===== src/design/imt_pkg.sv =====
/*
  imt_pkg: constants and carrier types for the two-channel interval match timer.
  Assumes one 100 MHz clock (mclk) and a plain register port of 16-bit words.
*/
package imt_pkg;
  localparam int ClkMhz = 100;
  localparam int AddrW = 4;
  // register offsets (word index)
  localparam logic [3:0] OffRunSelect = 4'h0;
  localparam logic [3:0] OffCtrlStatus0 = 4'h1;
  localparam logic [3:0] OffCounter0 = 4'h2;
  localparam logic [3:0] OffLimit0 = 4'h3;
  localparam logic [3:0] OffCtrlStatus1 = 4'h4;
  localparam logic [3:0] OffCounter1 = 4'h5;
  localparam logic [3:0] OffLimit1 = 4'h6;
  localparam logic [3:0] OffIrqStatus = 4'h7;
  localparam logic [3:0] OffIrqMask = 4'h8;
  // control/status field positions
  localparam int FlagBit = 7;
  localparam int IrqEnBit = 6;
  localparam int ClkSelHiBit = 1;
  localparam int ClkSelLoBit = 0;
  // reset values
  localparam logic [15:0] CounterReset = 16'h0000;
  localparam logic [15:0] LimitReset = 16'hffff;
  localparam logic [15:0] CtrlReset = 16'h0000;
  localparam logic [15:0] RunReset = 16'h0000;
  // prescaler divide ratios, minus one, for select codes 00..11
  localparam logic [8:0] Div8M1 = 9'h007;
  localparam logic [8:0] Div32M1 = 9'h01f;
  localparam logic [8:0] Div128M1 = 9'h07f;
  localparam logic [8:0] Div512M1 = 9'h1ff;

  typedef enum logic [1:0] {
    SelDiv8,
    SelDiv32,
    SelDiv128,
    SelDiv512
  } imt_clksel_type;

  typedef struct packed {
    logic [AddrW-1:0] addr;
    logic [15:0] wdata;
    logic [1:0] byteEn;
    logic wr;
    logic rd;
  } imt_bus_req_type;
endpackage


===== src/design/imt_interval_match_timer.sv =====
/*
  imt_interval_match_timer: two-channel compare match interval timer with a
  register port, a status/mask interrupt pair and one match_irq per channel.
  Assumes a master that holds strobes one cycle, never both at once.
*/
// Overview of operation
// - running channel counts one per chosen tick
// - counter equal limit clears counter, sets flag
// - counting resumes from zero after a match
// - four ticks: clock divided 8,32,128,512
// - per-channel irq when flag and enable set
// - match acts on the following counter tick
// - flag clears only by read-1 then write-0
// - match clear beats a counter write
// - word write beats a count-up
// - byte write skips count, other byte kept
// - equal stopped writes set flag, clear counter
// - select codes 00..11 map to /8../512
// - one run bit per channel, 1 counts
// - reset gives counter zero, limit all ones
// - reset clears run and control registers
`timescale 1ns/1ns

// one divided tick: a single-cycle enable when the masked prescaler bits are all ones
module imt_tick_gen #(
  parameter logic [8:0] Mask = 9'h007
) (
  input wire logic mclk,
  input wire logic rst,
  input wire logic [8:0] count,
  output logic tick
);
  import imt_pkg::*;
  // registered so every channel sees the same clean pulse
  always_ff @(posedge mclk) begin
    if (rst) begin
      tick <= 1'b0;
    end else begin
      tick <= (count & Mask) == Mask;
    end
  end
endmodule // imt_tick_gen

module imt_channel (
  input wire logic mclk,
  input wire logic rst,
  input wire logic [3:0] tickIn,
  input wire logic run,
  input wire imt_pkg::imt_bus_req_type req,
  input wire logic [3:0] offCtrl,
  input wire logic [3:0] offCount,
  input wire logic [3:0] offLimit,
  output logic [15:0] ctrlRd,
  output logic [15:0] countRd,
  output logic [15:0] limitRd,
  output logic matchEvent,
  output logic irq
);
  import imt_pkg::*;
  logic [15:0] count_q;
  logic [15:0] limit_q;
  logic flag_q;
  logic irqEn_q;
  logic [1:0] clkSel_q;
  logic flagSeen_q;
  logic equal_q;
  logic tick;
  logic wrCtrl;
  logic wrCount;
  logic wrLimit;
  logic matchClr;
  logic stopEqual;
  logic [15:0] merged;

  assign wrCtrl = req.wr && req.addr == offCtrl;
  assign wrCount = req.wr && req.addr == offCount;
  assign wrLimit = req.wr && req.addr == offLimit;
  assign tick = run && tickIn[clkSel_q];
  // equality is remembered and acted on at the next tick
  assign matchClr = tick && equal_q;
  // stopped counter written equal to limit, or limit written equal to it
  assign stopEqual = !run && ((wrCount && merged == limit_q) ||
                              (wrLimit && req.wdata == count_q));
  assign merged = {req.byteEn[1] ? req.wdata[15:8] : count_q[15:8],
                   req.byteEn[0] ? req.wdata[7:0] : count_q[7:0]};

  always_ff @(posedge mclk) begin
    if (rst) begin
      equal_q <= 1'b0;
    end else begin
      equal_q <= (count_q == limit_q);
    end
  end

  always_ff @(posedge mclk) begin
    if (rst) begin
      count_q <= CounterReset;
    end else if (matchClr || stopEqual) begin
      count_q <= CounterReset;
    end else if (wrCount) begin
      count_q <= merged;
    end else if (tick) begin
      count_q <= count_q + 16'h0001;
    end
  end

  always_ff @(posedge mclk) begin
    if (rst) begin
      limit_q <= LimitReset;
    end else if (wrLimit) begin
      limit_q <= req.wdata;
    end
  end

  always_ff @(posedge mclk) begin
    if (rst) begin
      irqEn_q <= CtrlReset[IrqEnBit];
      clkSel_q <= CtrlReset[ClkSelHiBit:ClkSelLoBit];
    end else if (wrCtrl && req.byteEn[0]) begin
      irqEn_q <= req.wdata[IrqEnBit];
      clkSel_q <= req.wdata[ClkSelHiBit:ClkSelLoBit];
    end
  end

  // set beats clear; write of 1 leaves the flag alone
  always_ff @(posedge mclk) begin
    if (rst) begin
      flag_q <= CtrlReset[FlagBit];
      flagSeen_q <= 1'b0;
    end else begin
      if (matchClr || stopEqual) begin
        flag_q <= 1'b1;
      end else if (wrCtrl && req.byteEn[0] && !req.wdata[FlagBit] && flagSeen_q) begin
        flag_q <= 1'b0;
      end
      if (req.rd && req.addr == offCtrl) begin
        flagSeen_q <= flag_q;
      end else if (wrCtrl) begin
        flagSeen_q <= 1'b0;
      end
    end
  end

  always_ff @(posedge mclk) begin
    if (rst) begin
      irq <= 1'b0;
      matchEvent <= 1'b0;
    end else begin
      irq <= (flag_q || matchClr || stopEqual) && irqEn_q;
      matchEvent <= matchClr || stopEqual;
    end
  end

  assign ctrlRd = {8'h00, flag_q, irqEn_q, 4'h0, clkSel_q};
  assign countRd = count_q;
  assign limitRd = limit_q;
endmodule // imt_channel

module imt_interval_match_timer (
  input wire logic mclk,
  input wire logic rst,
  input wire logic [imt_pkg::AddrW-1:0] regAddr,
  input wire logic [15:0] regWdata,
  input wire logic [1:0] regByteEn,
  input wire logic regWr,
  input wire logic regRd,
  output logic [15:0] regRdata,
  output logic [1:0] matchIrq,
  output logic timerIrq
);
  import imt_pkg::*;
  imt_bus_req_type req;
  logic [8:0] prescale_q;
  logic [3:0] tick_q;
  logic [1:0] run_q;
  logic [1:0] irqStatus_q;
  logic [1:0] irqMask_q;
  logic [1:0] matchEvent;
  logic [15:0] ctrlRd [2];
  logic [15:0] countRd [2];
  logic [15:0] limitRd [2];
  logic [15:0] rdMux;
  logic [3:0] offCtrl [2];
  logic [3:0] offCount [2];
  logic [3:0] offLimit [2];

  assign req = '{addr: regAddr, wdata: regWdata, byteEn: regByteEn, wr: regWr, rd: regRd};
  assign offCtrl = '{OffCtrlStatus0, OffCtrlStatus1};
  assign offCount = '{OffCounter0, OffCounter1};
  assign offLimit = '{OffLimit0, OffLimit1};

  // one shared free-running prescaler keeps all logic on mclk
  always_ff @(posedge mclk) begin
    if (rst) begin
      prescale_q <= 9'h000;
    end else begin
      prescale_q <= prescale_q + 9'h001;
    end
  end

  imt_tick_gen #(.Mask(Div8M1)) uTick8 (
    .mclk(mclk),
    .rst(rst),
    .count(prescale_q),
    .tick(tick_q[SelDiv8])
  );

  imt_tick_gen #(.Mask(Div32M1)) uTick32 (
    .mclk(mclk),
    .rst(rst),
    .count(prescale_q),
    .tick(tick_q[SelDiv32])
  );

  imt_tick_gen #(.Mask(Div128M1)) uTick128 (
    .mclk(mclk),
    .rst(rst),
    .count(prescale_q),
    .tick(tick_q[SelDiv128])
  );

  imt_tick_gen #(.Mask(Div512M1)) uTick512 (
    .mclk(mclk),
    .rst(rst),
    .count(prescale_q),
    .tick(tick_q[SelDiv512])
  );

  always_ff @(posedge mclk) begin
    if (rst) begin
      run_q <= RunReset[1:0];
    end else if (regWr && regAddr == OffRunSelect && regByteEn[0]) begin
      run_q <= regWdata[1:0];
    end
  end

  genvar ch;
  generate
    for (ch = 0; ch < 2; ch++) begin : gChan
      imt_channel uChan (
        .mclk(mclk),
        .rst(rst),
        .tickIn(tick_q),
        .run(run_q[ch]),
        .req(req),
        .offCtrl(offCtrl[ch]),
        .offCount(offCount[ch]),
        .offLimit(offLimit[ch]),
        .ctrlRd(ctrlRd[ch]),
        .countRd(countRd[ch]),
        .limitRd(limitRd[ch]),
        .matchEvent(matchEvent[ch]),
        .irq(matchIrq[ch])
      );
    end
  endgenerate

  // sticky status: a read clears it, but a same-cycle event still sets
  always_ff @(posedge mclk) begin
    if (rst) begin
      irqStatus_q <= 2'b00;
    end else if (regRd && regAddr == OffIrqStatus) begin
      irqStatus_q <= matchEvent;
    end else begin
      irqStatus_q <= irqStatus_q | matchEvent;
    end
  end

  always_ff @(posedge mclk) begin
    if (rst) begin
      irqMask_q <= 2'b00;
    end else if (regWr && regAddr == OffIrqMask && regByteEn[0]) begin
      irqMask_q <= regWdata[1:0];
    end
  end

  always_ff @(posedge mclk) begin
    if (rst) begin
      timerIrq <= 1'b0;
    end else begin
      timerIrq <= |((irqStatus_q | matchEvent) & irqMask_q);
    end
  end

  always_comb begin
    case (regAddr)
      OffRunSelect: rdMux = {14'h0000, run_q};
      OffCtrlStatus0: rdMux = ctrlRd[0];
      OffCounter0: rdMux = countRd[0];
      OffLimit0: rdMux = limitRd[0];
      OffCtrlStatus1: rdMux = ctrlRd[1];
      OffCounter1: rdMux = countRd[1];
      OffLimit1: rdMux = limitRd[1];
      OffIrqStatus: rdMux = {14'h0000, irqStatus_q};
      OffIrqMask: rdMux = {14'h0000, irqMask_q};
      default: rdMux = 16'h0000;
    endcase
  end

  // read data valid the cycle after the strobe only
  always_ff @(posedge mclk) begin
    if (rst) begin
      regRdata <= 16'h0000;
    end else if (regRd) begin
      regRdata <= rdMux;
    end else begin
      regRdata <= 16'h0000;
    end
  end
endmodule // imt_interval_match_timer


===== config.mk =====
export PLATFORM = sky130hd
export DESIGN_NAME = imt_interval_match_timer
export DESIGN_NICKNAME = d
export VERILOG_FILES = /design/src/design/imt_pkg.sv /design/src/design/imt_interval_match_timer.sv
export SDC_FILE = /design/constraint.sdc
export NUM_CORES = 1
export LEC_CHECK = 0
export BUFFER_PORTS_ARGS = -buffer_cell sky130_fd_sc_hd__buf_4
export CORE_MARGIN = 8
export CORE_UTILIZATION = 66
export DETAILED_ROUTE_END_ITERATION = 12
export PLACE_DENSITY = 0.86
export SYNTH_ARGS = -nofsm -noshare
export SYNTH_HDL_FRONTEND = slang
export SYNTH_SLANG_ARGS = --single-unit

===== constraint.sdc =====
create_clock -name mclk -period 4.8 [get_ports mclk]
set_input_delay 0.48 -clock mclk [delete_from_list [all_inputs] [get_ports mclk]]
set_output_delay 0.48 -clock mclk [all_outputs]
set_load 0.02 [all_outputs]

==> impl_metrics.ini <==
[outcome]
status = complete, no violations

[layout]
finalNonFillerCells = 951
post-route-util = 0.742
nets = 834
n_antenna_cell = 0
drive_above_1_share = 0.117
synthToLayoutAreaGrowth_pct = 11.2

[worst_setup_path]
r2r_end = gChan[0].uChan.countRd[11]
worstPathMaxFanout = 32
r2r_cells = 5
r2r_start = gChan[0].uChan.clkSel_q[0]
worstPathArrival_ps = 2840
cp-end-kind = flop
r2r_slack_ps = 2380
start_kind = input port
crit_type = in2reg
required_ps = 5170

[floorplanning]
die_y_um = 117
die_w_um = 117
io_pins = 45
row_count = 37
dieArea_um2 = 13700
core_um2 = 10100
start_util = 0.667

[cts]
cts_num_sinks = 116
cts_root_buf = clkbuf_8
clock_latency_ps = 540
cts_tree = done
ctsResizeCount = 0
post_cts_buffers = 0
postCtsHoldBufs = 0
clk_pin_slew_worst_paths_ps = 60
h-tree-depth = 4
clk_path_buf_depth = 2
numCtsBuffers = 17

[logic_synthesis]
synth.distinct_cells = 61
synthesis.area_um2 = 6770
syn-num-nets = 858
syn_area_per_cell_um2 = 8.19
synthDominantCellAreaShare = 0.343
yosysMostFrequentCell = dfxtp_1
ys_top_cells_by_count = dfxtp_1, nand3_1, clkbuf_1
synth_area_leaders = dfxtp_1, xnor2_1, mux2i_1
syn-instance-count = 826
seq_area_frac_synth = 0.343
synth_flop_cell = dfxtp_1
synth_warnings = 0
synth_seq_cells = 116
synth_top_area_cell = dfxtp_1
async_flop_share = 0
synth-edff-count = 0

[job]
maxCapViolations = 0

[grt]
antenna_found_initial = 0
grt_pass1_wl_mm = 31.5
grt.overflow.total = 0
grt_pass1_vias = 5940
grt_max_degree = 44
grt_usage = 0.300

[routing]
wl_per_cell_um = 20.9
dr_total_vias = 6346
vias_per_cell = 6.67
drtIter0Drc = 965
drc_errors = 0
wl_mm = 19.8
final_antenna_net_count = 0
first_pass_iters = 6

[sta]
rsz0062_at_grt = no
fin_crit_sh = 0.515
fmax_mhz = 404
slew_headroom = 0.242
setup_viol = 0
fin_crit_ps = 2470
drv_slew = 0
fin_skew_ps = 7.64
tightestPinTransition_ps = 1130
setup_tns_ps = 0
hold_viol = 0

[hold_path]
hold_end = gChan[1].uChan.flagSeen_q
min_from = regRd
holdPathStages = 3
hold_class = in2reg

[place]
post-dp-hpwl_mm = 13.7
portBuffers = 44
place_congestion = 0.922
dp.cells = 919

[power]
p_per_area_nw_per_um2 = 325
ir_worst_vdd_uv = 314
p_leak_nw = 2.82
## metal layers
layer	track usage	up-vias	share of wire
li1	-	2899	-
met1	0.382	3004	0.40
met2	0.463	382	0.46
met3	0.0749	61	0.11
met4	0.149	0	0.032
met5	0	-	0
## critical path, stage by stage
cell       delay (ps)
buf_4             170
nor4bb_4          300
buf_4             350
nand2_1           460
nor4_1            490
a22oi_2           120
o211ai_2          310
a2111oi_0         140
## how the worst max path moves through the flow
| stage | slack (ps) | startpoint | endpoint | cells past startpoint |
|---|---|---|---|---|
| floorplan | 2690 | regAddr[3] | gChan[1].uChan.countRd[15] | 9 |
| global placement | 2030 | regAddr[0] | gChan[0].uChan.countRd[11] | 8 |
| detailed placement | 1830 | regAddr[0] | gChan[0].uChan.countRd[11] | 8 |
| CTS | 2400 | regAddr[0] | gChan[0].uChan.countRd[11] | 8 |
| global route | 2120 | regAddr[0] | gChan[0].uChan.countRd[13] | 8 |
| finish | 2330 | regAddr[0] | gChan[0].uChan.countRd[11] | 8 |
## cells in the final DEF (no fill, tap or decap), types with 7 or more instances in the layout
| cell type | count |
|---|---|
| dfxtp_1 | 116 |
| nand3_1 | 83 |
| nand2_1 | 65 |
| xnor2_1 | 59 |
| nor2_1 | 53 |
| buf_4 | 49 |
| mux2i_1 | 42 |
| xor2_1 | 41 |
| a21oi_1 | 37 |
| a22oi_1 | 34 |
| nor3_1 | 31 |
| nor4_1 | 20 |
| nand4_1 | 16 |
| clkbuf_16 | 16 |
| and3_1 | 12 |
| inv_1 | 10 |
| nor2b_1 | 10 |
| o21ai_0 | 10 |
| and2_1 | 10 |
| a311oi_1 | 7 |
## through the flow
stage | area (um^2) | setup slack [ps] | total power [mW] | hold WS [ps]
5_1_grt | 7520 | 2120 | 2.52 | 268
3_3_place_gp | 6940 | 2030 | 1.22 | 441
6_report | 7520 | 2330 | 2.45 | 272
4_1_cts | 7520 | 2400 | 2.45 | 257
2_1_floorplan | 6770 | 2690 | 1.17 | 424
3_5_place_dp | 6940 | 1830 | 1.22 | 451
## cells by family (layout without fill, tap and decap cells)
family / count (synthesis) / count (layout) / synth area share
fa+ha+maj: 6 / 6 / 0.0111
compound gates: 137 / 137 / 0.142
buf+inv: 102 / 91 / 0.0642
xor+xnor: 100 / 100 / 0.129
simple gates: 320 / 320 / 0.240
flops: 116 / 116 / 0.343
mux: 45 / 45 / 0.0705
## final cells by class
cell class	instances	area, um^2
multi-input cells	608	4040
clock buffers	20	455
flip-flops and latches	116	2320
repair buffers	49	368
inverters	10	37.5
fillers	774	2620
clock inverters	12	129
well taps	136	170
## registers in the layout, indices dropped and copies added, names as in the netlist
name	count
gChan.uChan.flag_q	2
uTick128.tick	1
irqStatus_q	2
run_q	2
gChan.uChan.irqEn_q	2
prescale_q	9
timerIrq	1
gChan.uChan.matchEvent	2
uTick8.tick	1
gChan.uChan.flagSeen_q	2
gChan.uChan.limitRd	32
uTick512.tick	1
gChan.uChan.irq	2
uTick32.tick	1
gChan.uChan.equal_q	2
regRdata	16
irqMask_q	2
gChan.uChan.countRd	32
gChan.uChan.clkSel_q	4
## where the power goes
group	leakage [nW]	internal [mW]	total, mW	switching [mW]
clock	0.283	0.778	1.23	0.457
combinational	1.59	0.0817	0.209	0.127
sequential	0.939	0.978	1.00	0.0240
total	2.82	1.84	2.45	0.609
Power figures use the tool's default switching activity.
